==> src/common/srmc_pkg.sv <==
package srmc_pkg;
  localparam int SRMC_ADDR_W = 14;
  localparam int SRMC_DEPTH = 16384;
  localparam int SRMC_CLK_PERIOD_NS = 40;
  // Access time of the memory (read data valid after address or enable)
  localparam int SRMC_ACCESS_NS = 85;
  localparam int SRMC_ACCESS_CYC =
    (SRMC_ACCESS_NS + SRMC_CLK_PERIOD_NS - 1) / SRMC_CLK_PERIOD_NS;
  // Write overlap least time, address_to_write_end_time
  localparam int SRMC_WR_NS = 65;
  localparam int SRMC_WR_CYC = (SRMC_WR_NS + SRMC_CLK_PERIOD_NS - 1) / SRMC_CLK_PERIOD_NS;
  // Output turn-off time after chip enable rises
  localparam int SRMC_OFF_NS = 30;
  localparam int SRMC_OFF_CYC = (SRMC_OFF_NS + SRMC_CLK_PERIOD_NS - 1) / SRMC_CLK_PERIOD_NS;
  localparam logic [3:0] SRMC_CNT_ZERO = 4'h0;
  typedef enum logic [2:0] {
    SRMC_IDLE,
    SRMC_RD_SEL,
    SRMC_RD_WAIT,
    SRMC_WR_SEL,
    SRMC_WR_HOLD,
    SRMC_RECOVER
  } srmc_state_t;
endpackage : srmc_pkg

==> src/rtl/srmc_ctrl.sv <==
`timescale 1ns/100ps
// What this block does
// - A write happens only during overlap of chip enable low and write enable low.
// - Setup and hold counted from last falling and first rising enable.
// - Either enable stays high while any address line changes.
// - Write enable stays high for the whole of a read.
// - Chip-enable-driven read pulses chip enable low per access; data follows after access time.
// - Address is valid no later than chip enable falling.
// - Address timing is counted from last valid line to first change.
module srmc_ctrl
  import srmc_pkg::*;
#(
  parameter int ADDR_W = SRMC_ADDR_W
) (
  input wire logic clk_sys_i,
  input wire logic rst_i,
  input wire logic req_valid_i,
  input wire logic req_write_i,
  input wire logic [ADDR_W-1:0] req_addr_i,
  input wire logic req_wdata_i,
  output logic req_ready_o,
  output logic rsp_valid_o,
  output logic rsp_rdata_o,
  output logic [ADDR_W-1:0] mem_addr_o,
  output logic mem_ce_n_o,
  output logic mem_we_n_o,
  output logic mem_din_o,
  input wire logic mem_dout_i
);
  //////////////////////////////////////////////////////////////////////////
  typedef struct packed {
    srmc_state_t st;
    logic [3:0] cnt;
    logic [ADDR_W-1:0] addr;
    logic ce_n;
    logic we_n;
    logic din;
    logic rsp_valid;
    logic rdata;
  } srmc_regs_t;

  srmc_regs_t r;
  srmc_regs_t next_r;

  //////////////////////////////////////////////////////////////////////////
  always_comb begin
    next_r = r;
    next_r.rsp_valid = 1'b0;
    unique case (r.st)
      SRMC_IDLE: begin
        if (req_valid_i) begin
          // Address and data set while both enables are high
          next_r.addr = req_addr_i;
          next_r.din = req_wdata_i;
          next_r.cnt = SRMC_CNT_ZERO;
          next_r.st = req_write_i ? SRMC_WR_SEL : SRMC_RD_SEL;
        end
      end
      SRMC_RD_SEL: begin
        // Chip enable falls a cycle after address is stable
        next_r.ce_n = 1'b0;
        next_r.we_n = 1'b1;
        next_r.st = SRMC_RD_WAIT;
      end
      SRMC_RD_WAIT: begin
        if (r.cnt == 4'(SRMC_ACCESS_CYC - 1)) begin
          next_r.rdata = mem_dout_i;
          next_r.rsp_valid = 1'b1;
          next_r.ce_n = 1'b1;
          next_r.cnt = SRMC_CNT_ZERO;
          next_r.st = SRMC_RECOVER;
        end else begin
          next_r.cnt = r.cnt + 4'h1;
        end
      end
      SRMC_WR_SEL: begin
        // Write enable falls with chip enable so the output never turns on
        next_r.ce_n = 1'b0;
        next_r.we_n = 1'b0;
        next_r.st = SRMC_WR_HOLD;
      end
      SRMC_WR_HOLD: begin
        if (r.cnt == 4'(SRMC_WR_CYC - 1)) begin
          // Both enables rise together; address and data held after
          next_r.ce_n = 1'b1;
          next_r.we_n = 1'b1;
          next_r.rsp_valid = 1'b1;
          next_r.cnt = SRMC_CNT_ZERO;
          next_r.st = SRMC_RECOVER;
        end else begin
          next_r.cnt = r.cnt + 4'h1;
        end
      end
      SRMC_RECOVER: begin
        // Let the memory output turn off before the next access
        if (r.cnt == 4'(SRMC_OFF_CYC - 1)) begin
          next_r.st = SRMC_IDLE;
        end else begin
          next_r.cnt = r.cnt + 4'h1;
        end
      end
    endcase
  end

  always_ff @(posedge clk_sys_i or posedge rst_i) begin
    if (rst_i) begin
      r <= '{st: SRMC_IDLE, cnt: SRMC_CNT_ZERO, addr: '0, ce_n: 1'b1, we_n: 1'b1,
             din: 1'b0, rsp_valid: 1'b0, rdata: 1'b0};
    end else begin
      r <= next_r;
    end
  end

  //////////////////////////////////////////////////////////////////////////
  assign req_ready_o = (r.st == SRMC_IDLE);
  assign rsp_valid_o = r.rsp_valid;
  assign rsp_rdata_o = r.rdata;
  assign mem_addr_o = r.addr;
  assign mem_ce_n_o = r.ce_n;
  assign mem_we_n_o = r.we_n;
  assign mem_din_o = r.din;
endmodule : srmc_ctrl

==> config.mk <==
export PLATFORM = sky130hd
export DESIGN_NAME = srmc_ctrl
export DESIGN_NICKNAME = d
export VERILOG_FILES = /design/src/common/srmc_pkg.sv /design/src/rtl/srmc_ctrl.sv
export SDC_FILE = /design/constraint.sdc
export NUM_CORES = 1
export LEC_CHECK = 0
export BUFFER_PORTS_ARGS = -buffer_cell sky130_fd_sc_hd__buf_2
export CAP_MARGIN = 20
export CORE_ASPECT_RATIO = 1.25
export CORE_MARGIN = 3
export CORE_UTILIZATION = 50
export DETAILED_ROUTE_END_ITERATION = 6
export GPL_TIMING_DRIVEN = 1
export PLACE_DENSITY = 0.87
export SLEW_MARGIN = 30
export SYNTH_ARGS = -nofsm -noshare
export SYNTH_HDL_FRONTEND = slang
export SYNTH_SLANG_ARGS = --single-unit
==> constraint.sdc <==
create_clock -name clk_sys_i -period 2.2 [get_ports clk_sys_i]
set_clock_uncertainty 0.2 [all_clocks]
set_input_delay 0.44 -clock clk_sys_i [delete_from_list [all_inputs] [get_ports clk_sys_i]]
set_output_delay 0.44 -clock clk_sys_i [all_outputs]
set_load 0.01 [all_outputs]
==> impl_metrics.ini, run 1 <==
[synthesis]
ys_top_cells_by_area = dfrtp_1 43%, mux2_1 8.1%, buf_4 7.5%, mux2_2 4.8%, dfstp_2 3.8%
async_reset_ff_share_pct = 100
synth_common_cells = 24 x dfrtp_1, 14 x buf_4, 10 x mux2_1, 8 x nand2_1, 7 x o21ai_0
synth_edf_count = 0
ys_warn_count = 0
syn_inst = 123
synth.distinct_cells = 39
post-synth-top-count-cell = dfrtp_1
ys_dominant_reg_cell = dfrtp_1
synth_top_area_cell = dfrtp_1
netlist.area_leader.share_pct = 43.0
syn_avg_cell_area_um2 = 11.3
ys_ff_latch = 26
synth_nets = 147
synth_seq_area_share_pct = 46.8
syn-cell-area_um2 = 1400

[worst_hold_path]
min_to = mem_addr_o[4]
holdCritStartpoint = req_addr_i[4]
hold_path.class = primary input to register
hold_depth = 2

[status]
outcome = finished, final reports clean

[global_routing]
grt_use_total_pct = 15.5
first_global_vias = 905
antenna_found_initial = 0
grt_max_degree = 27
grt_pass1_wl_mm = 4.03
overflow = 0

[clock_tree]
htreeDepth = 1
cts_sinks = 26
cts-root-buf = clkbuf_4
cts_tree = built
cts_setup_buffers = 0
cts_resized = 0
path_clk_slew_ns = 0.14
numCtsBuffers = 3
cts_buffer_depth = 2
insertion_delay_ns = 0.32
cts_hold_buf = 1

[timing]
rsz0062_at_grt = false
hold-worst-slack_ns = 0.122
slew_violations = 0
min_period_ns = 1.97
finalSetupTns_ns = 0
hold_viol_final = 0
setup_ws_ns = 0.235
finalSetupViolCount = 0
worst_slew_pin_slew_ns = 0.408
max_freq_mhz = 509
post-route-period-util_pct = 89.3
relSlewSlack_pct = 72.8

[place]
hpwl_mm = 1.97
placed_area_um2 = 1510
finalWeightedCongestion = 0.825
port-buffer-count = 39
place_ws_ns = 0.263

[worst_setup_path]
reg2regPathDepth = 6
rr_startpoint = r[20]
crit_fanout = 5
cp-end-kind = register
crit_arrival_ns = 2.04
critical_path_required_ns = 2.27
startpoint_type = register
worst-setup-path-type = register to register
timing.rr.end = r[23]
rrSetupSlack_ns = 0.23

[finish]
nets = 175
layout-drive-gt1-share_pct = 40.0
final_core_util_pct = 61.0
syn2layout_area_growth_pct = 11.6
final_area_um2 = 1560
nFillCells = 193
n_antenna_cell = 0

[floorplanning]
rows = 20
num_io_pins = 40
die_h_um = 65.1
fp.coreArea_um2 = 2550
die_x_um = 53.2
fp.dieArea_um2 = 3460
initial_core_util_pct = 54.7

[route]
wl_per_cell_um = 13.8
drt_iter0_markers = 30
finalWirelength_mm = 2.52
ant_nets = 0
drt_pass1_iterations = 4
num_vias = 1006
via_per_inst = 5.50
drt_drc_violations_left = 0

[power]
clockPowerShare_pct = 10.9
leakagePower_nw = 0.737
intPower_w = 0.00133
comb_power_share_pct = 47.2
p_seq_share_pct = 41.8
power.share.switching_pct = 39.9
p_per_area_nw_per_um2 = 1430
peakVddDrop_mv = 0.659
switchingPower_w = 0.000886

[job]
cap_violations = 0
-- how the worst max path moves through the flow --
stage	cells past startpoint	slack, ns	startpoint	to
after floorplan	5	0.46	r[25]	mem_addr_o[10]
after global placement	4	0.38	r[24]	r[23]
after detailed placement	6	0.26	r[20]	r[22]
after CTS	6	0.24	r[20]	r[23]
after global routing	6	0.09	r[20]	r[22]
final	6	0.23	r[20]	r[23]
-- layout make-up --
type	count	area [µm²]	area share (%)
Clock buffer	4	36.3	2.33
Inverter	5	18.8	1.21
Multi-Input combinational cell	73	587	37.7
Sequential cell	26	653	42.0
Tap cell	33	41.3	2.65
Timing Repair Buffer	42	220	14.1
-- cell usage in the layout, fill, tap and decap left out, types with 2 or more instances in the layout --
cell / synthesis / layout
a21oi_1: 6 / 6
buf_2: 4 / 39
buf_4: 14 / 2
clkbuf_4: 0 / 3
dfrtp_1: 24 / 24
dfstp_2: 2 / 2
ha_1: 4 / 4
inv_1: 5 / 5
mux2_1: 10 / 10
mux2_2: 6 / 6
nand2_1: 8 / 8
nor2_1: 4 / 4
nor2b_1: 2 / 2
o211ai_1: 2 / 2
o21ai_0: 7 / 7
-- worst max-delay path: stages (launching register included) --
cell and delay (ns):
dfrtp_1 0.45, inv_1 0.10, ha_1 0.19, nor3b_2 0.27, o21ai_0 0.14, a2111oi_1 0.43
a211o_1 0.15
-- layer usage --
layer  part of all wire [%]  up-vias  global-route usage (%)
li1                       -      471                       -
met1                     40      481                    17.9
met2                     51       47                    27.6
met3                    7.3        7                    2.99
met4                    1.4        0                    5.11
met5                      0        -                       0
-- registers in the layout, summed over array words and instances (netlist names) --
| register | count |
|---|---|
| mem_ce_n_o | 1 |
| mem_din_o | 1 |
| rsp_rdata_o | 1 |
| rsp_valid_o | 1 |
| r | 7 |
| mem_we_n_o | 1 |
| mem_addr_o | 14 |
-- stage by stage --
stage / cells / total power [W]
floorplan: 123 / 0.00183
CTS: 183 / 0.00223
global route: 183 / 0.00239
global placement: 178 / 0.00192
detailed placement: 178 / 0.00200
finish: 183 / 0.00222
-- cell families (layout without fill, tap and decap cells) --
| group | count (synthesis) | after routing | synth area share (%) |
|---|---|---|---|
| compound gates | 25 | 25 | 13.1 |
| xor+xnor | 1 | 1 | 0.628 |
| fa+ha+maj | 4 | 4 | 3.59 |
| buf+inv | 24 | 51 | 11.1 |
| flops | 26 | 26 | 46.8 |
| mux | 17 | 17 | 13.6 |
| simple gates | 26 | 26 | 11.1 |
-- power groups by stage --
| stage | combinational (W) | sequential, W | clock [W] |
|---|---|---|---|
| 6_report | 0.00105 | 0.000928 | 0.000242 |
| 5_1_grt | 0.00116 | 0.000968 | 0.000268 |
| 4_1_cts | 0.00106 | 0.000930 | 0.000244 |
| 3_5_place_dp | 0.00105 | 0.000942 | 0 |
| 3_3_place_gp | 0.00100 | 0.000917 | 0 |
| 2_1_floorplan | 0.000956 | 0.000875 | 0 |
Note: power is estimated with default switching activity, not from simulation.
==> run 2, diff against run 1 <==
CAP_MARGIN = unset   (was 20)
PLACE_DENSITY = unset   (was 0.87)
PLACE_DENSITY_LB_ADDON = 0.08   (was unset)
==> run 2 against run 1 <==
Net effect:
- die area stayed put
- critical path type unchanged
- largest power group unchanged
- combinational power is essentially flat
- hold slack improved by 0.012 ns
==> impl_metrics.ini, run 2 (synthesis results as in run 1) <==
[route]
ant_nets = 0
via_per_inst = 5.45
finalWirelength_mm = 2.52
drt_iter0_markers = 29
num_vias = 997
drt_pass1_iterations = 5
drt_drc_violations_left = 0
wl_per_cell_um = 13.8

[floorplanning]
die_h_um = 65.1
num_io_pins = 40
fp.coreArea_um2 = 2550
fp.dieArea_um2 = 3460
die_x_um = 53.2
initial_core_util_pct = 54.7
rows = 20

[finish]
syn2layout_area_growth_pct = 11.6
area.sequential_um2 = 653
fin_cells = 183
largest_register_ffs = 14
final_area_um2 = 1560
final_common_cell = buf_2
n_antenna_cell = 0
layout-drive-gt1-share_pct = 40.0
layout_common_cells = 39 x buf_2, 24 x dfrtp_1, 10 x mux2_1
multi_input_area_um2 = 587
nFillCells = 236
nets = 175

[global_routing]
overflow = 0
grt_use_total_pct = 15.9
first_global_vias = 1012
antenna_found_initial = 0
grt_pass1_wl_mm = 4.20
grt_max_degree = 27

[timing]
relSlewSlack_pct = 71.4
max_freq_mhz = 525
min_period_ns = 1.90
finalSetupTns_ns = 0
worst_slew_pin_slew_ns = 0.429
setup_ws_ns = 0.295
finalSetupViolCount = 0
post-route-period-util_pct = 86.6
rsz0062_at_grt = false
slew_violations = 0
hold_viol_final = 0

[job]
cap_violations = 0

[power]
p_per_area_nw_per_um2 = 1420
totalPowerFinal_w = 0.00221
leakagePower_nw = 0.737
peakVddDrop_mv = 0.756

[clock_tree]
path_clk_slew_ns = 0.13
cts_tree = built
cts_resized = 0
cts-root-buf = clkbuf_4
cts_sinks = 26
htreeDepth = 1
insertion_delay_ns = 0.31
cts_buffer_depth = 2
numCtsBuffers = 3

[place]
finalWeightedCongestion = 0.891
hpwl_mm = 1.94
placed_cells = 178
placed_area_um2 = 1510
port-buffer-count = 39
place_ws_ns = 0.295

[worst_setup_path]
startpoint_type = register
crit_chain = inv_1 > ha_1 > nor4b_1 > nor2b_1 > a21oi_1 > o21ai_0
cpMaxStageDelayCell = dfrtp_1
critPathTopFamily = flip-flops
max_stage_delay_ns = 0.45
critical_path_required_ns = 2.20
crit_arrival_ns = 1.90
crit_fanout = 5
worst-setup-path-type = register to register
cp-end-kind = register
crit_buf_inv = 1

[status]
outcome = finished, final reports clean

[worst_hold_path]
hold_path.class = primary input to register
-- run 2: cell counts in the layout (fill, tap and decap cells not counted) --
Identical to the previous run, type by type.
-- run 2: routing by layer --
| layer | vias to the layer above | wire, µm | global-route usage [%] |
|---|---|---|---|
| met3 | 8 | 174 | 3.22 |
| met5 | - | 0 | 0 |
| met1 | 474 | 1040 | 16.7 |
| li1 | 472 | - | - |
| met4 | 0 | 38 | 6.39 |
| met2 | 43 | 1270 | 29.3 |
-- run 2: cell type report --
class / count / share of cell area [%]
inverter: 5 / 1.21
tap: 33 / 2.65
clock buffer: 4 / 2.33
multi-input combinational: 73 / 37.7
sequential: 26 / 42.0
timing repair buffer: 42 / 14.1
-- run 2: metrics by stage --
step	hold slack (ns)	util, %
after global placement	0.263	59.2
after CTS	0.120	61.0
final	0.134	61.0
after detailed placement	0.273	59.2
after global routing	0.121	61.0
after floorplan	0.259	-
-- run 2: report_power, final --
group	switching, W	leakage, nW	total [W]	internal (W)
clock	0.000133	0.0210	0.000234	0.000101
combinational	0.000535	0.402	0.00105	0.000511
sequential	0.000206	0.314	0.000927	0.000720
-- run 2: path summary, 6_finish.rpt --
kind / cells after the start / slack, ns / from / end
max: 6 / 0.30 / r[20] / r[22]
min: 2 / 0.13 / req_addr_i[7] / mem_addr_o[7]
max reg2reg: 6 / 0.30 / r[20] / r[22]
min reg2reg: 1 / 0.29 / mem_addr_o[13] / mem_addr_o[13]
max in group asynchronous: 4 / 1.01 / rst_i / mem_we_n_o
min in group asynchronous: 4 / 0.50 / rst_i / r[23]
-- run 2: what timing repair did --
action	CTS	global route
hold endpoints to repair	24	0
hold buffers	1	0
setup buffers	0	0
==> run 3, diff against run 2 <==
ABC_AREA = 1   (was unset)
CORE_MARGIN = 2   (was 3)
CORE_UTILIZATION = 45   (was 50)
==> run 3 against run 2 <==
Net effect:
- power grew 2.5%
- sequential power shrank 9.1%
- count of clock-buffer cells in the layout is the same
- register-to-register slack gained 0.24 ns
- synthesized area grew 7.4%
- core utilization shrank 8.0 points
- first-iteration DRC count is the same
- combinational power grew 6%
- cell count grew 39%
- synthesized cell count grew 53%
- via count grew 28%
- global-route usage grew 1.7 points
==> impl_metrics.ini, run 3 <==
[worst_setup_path]
rrSetupSlack_ns = 0.54
crit_arrival_ns = 1.13
max_stage_delay_ns = 0.48
cp-end-kind = output port
critical_path_required_ns = 1.56
crit_buf_inv = 1
reg2regPathDepth = 7
crit_fanout = 6
startpoint_type = register
rr_startpoint = r[19]
crit_chain = nor3_4 > buf_2
worst-setup-path-type = register to output port
critPathTopFamily = flip-flops
timing.rr.end = r[20]
cpMaxStageDelayCell = dfrtp_1

[job]
cap_violations = 0

[finish]
n_antenna_cell = 0
largest_register_ffs = 14
nets = 242
final_common_cell = nand2_1
syn2layout_area_growth_pct = 12.9
layout_common_cells = 68 x nand2_1, 39 x buf_2, 31 x nand3_1
layout-drive-gt1-share_pct = 30.0
final_area_um2 = 1690
fin_cells = 254

[synthesis]
synth_nets = 212
muxShareOfSynthArea_pct = 0
synth-xor-area-share_pct = 0
netlist.area_leader.share_pct = 40.1
synth_seq_area_share_pct = 43.6
synth_top_family_by_area = simple AND/OR/NAND/NOR gates
ys_top_cells_by_area = dfrtp_1 40%, nand2_1 17%, nand3_1 10%, buf_4 7.0%, dfstp_2 3.5%
synth_common_cells = 68 x nand2_1, 31 x nand3_1, 24 x dfrtp_1, 14 x buf_4, 11 x inv_1
syn_inst = 188
ys_warn_count = 0
ys_dominant_reg_cell = dfrtp_1
synth_top_area_cell = dfrtp_1
ys_ff_latch = 26
synth-compound-area-share_pct = 3.09
synth-simple-area-share_pct = 37.6
syn_avg_cell_area_um2 = 7.97
synth_fa_ha_area_share_pct = 3.34
synth.distinct_cells = 26
async_reset_ff_share_pct = 100
synth_edf_count = 0
post-synth-top-count-cell = nand2_1
syn-cell-area_um2 = 1500

[route]
num_vias = 1277
drt_drc_violations_left = 0
finalWirelength_mm = 3.00
wl_per_cell_um = 11.8
ant_nets = 0
via_per_inst = 5.03
drt_pass1_iterations = 4
drt_iter0_markers = 29

[global_routing]
grt_max_degree = 18
antenna_found_initial = 0
grt_pass1_wl_mm = 5.30
grt_use_total_pct = 17.6
first_global_vias = 1252
overflow = 0

[clock_tree]
cts_sinks = 26
htreeDepth = 1
numCtsBuffers = 3
insertion_delay_ns = 0.27
path_clk_slew_ns = 0.08
cts-root-buf = clkbuf_8
cts_resized = 0
cts_buffer_depth = 2
cts_tree = built

[power]
intPower_w = 0.00128
power.share.switching_pct = 43.6
p_per_area_nw_per_um2 = 1340
comb_power_share_pct = 49.1
peakVddDrop_mv = 0.671
leakagePower_nw = 0.977
totalPowerFinal_w = 0.00226
switchingPower_w = 0.000986
clockPowerShare_pct = 13.6
p_seq_share_pct = 37.3

[worst_hold_path]
holdCritStartpoint = mem_dout_i
hold_depth = 3
hold_path.class = primary input to register
min_to = rsp_rdata_o

[floorplanning]
initial_core_util_pct = 46.9
die_h_um = 68.5
rows = 23
die_x_um = 55.6
num_io_pins = 40
fp.dieArea_um2 = 3810
fp.coreArea_um2 = 3190

[timing]
hold_viol_final = 0
rsz0062_at_grt = false
finalSetupTns_ns = 0
post-route-period-util_pct = 80.3
max_freq_mhz = 566
slew_violations = 0
worst_slew_pin_slew_ns = 0.421
relSlewSlack_pct = 71.9
finalSetupViolCount = 0
min_period_ns = 1.77

[place]
finalWeightedCongestion = 0.802
port-buffer-count = 39
placed_cells = 249
placed_area_um2 = 1630
hpwl_mm = 2.35

[status]
outcome = finished, final reports clean
==> run 3: cell type report <==
cell class,instances,area (µm²)
Sequential cell,26,653
Fill cell,313,1500
Multi-Input combinational cell,131,661
Clock buffer,4,55.1
Timing Repair Buffer,43,228
Tap cell,37,46.3
Inverter,13,48.8
==> run 3: logic make-up (layout without fill, tap and decap cells) <==
kind of cell,after synthesis,in the layout
fa+ha+maj,4,4
flops,26,26
compound gates,7,7
simple gates,120,120
buf+inv,31,60
==> run 3: timing repair <==
item	4_1_cts	5_1_grt
hold buffers	1	0
setup buffers	0	0
hold endpoints to repair	8	0
==> run 3: how the worst max path moves through the flow <==
stage | start | endpoint | cells past startpoint
global route | r[19] | r[21] | 9
detailed placement | r[19] | r[20] | 7
floorplan | r[25] | req_ready_o | 2
finish | r[25] | req_ready_o | 2
CTS | r[25] | req_ready_o | 2
global placement | r[19] | r[20] | 7
==> run 3: metal layers <==
metal  up-vias  wire length (µm)  global-route usage, %
met5         -                 0                      0
met4         0                55                   7.32
met1       593              1240                   19.2
met2        40              1560                   33.8
met3         6               147                   3.36
li1        638                 -                      -
==> run 3: tightest hold or removal path, cell delays in order <==
cell and delay (ns):
buf_2 0.09, inv_1 0.04, o21ai_1 0.05
==> run 3: metrics by stage <==
step | utilization, % | hold WS (ns) | setup slack [ns]
after floorplan | - | 0.243 | 0.587
after global placement | 50.9 | 0.246 | 0.610
after detailed placement | 50.9 | 0.253 | 0.533
after CTS | 53.0 | 0.180 | 0.423
after global routing | 53.0 | 0.195 | 0.363
final | 53.0 | 0.186 | 0.433
==> run 3: power by group through the flow <==
stage                     logic [W]  clock network (W)  registers [W]
final                       0.00111           0.000307       0.000843
after global routing        0.00127           0.000341       0.000877
after CTS                   0.00113           0.000324       0.000845
after detailed placement    0.00112                  0       0.000853
after global placement      0.00110                  0       0.000842
after floorplan            0.000956                  0       0.000846
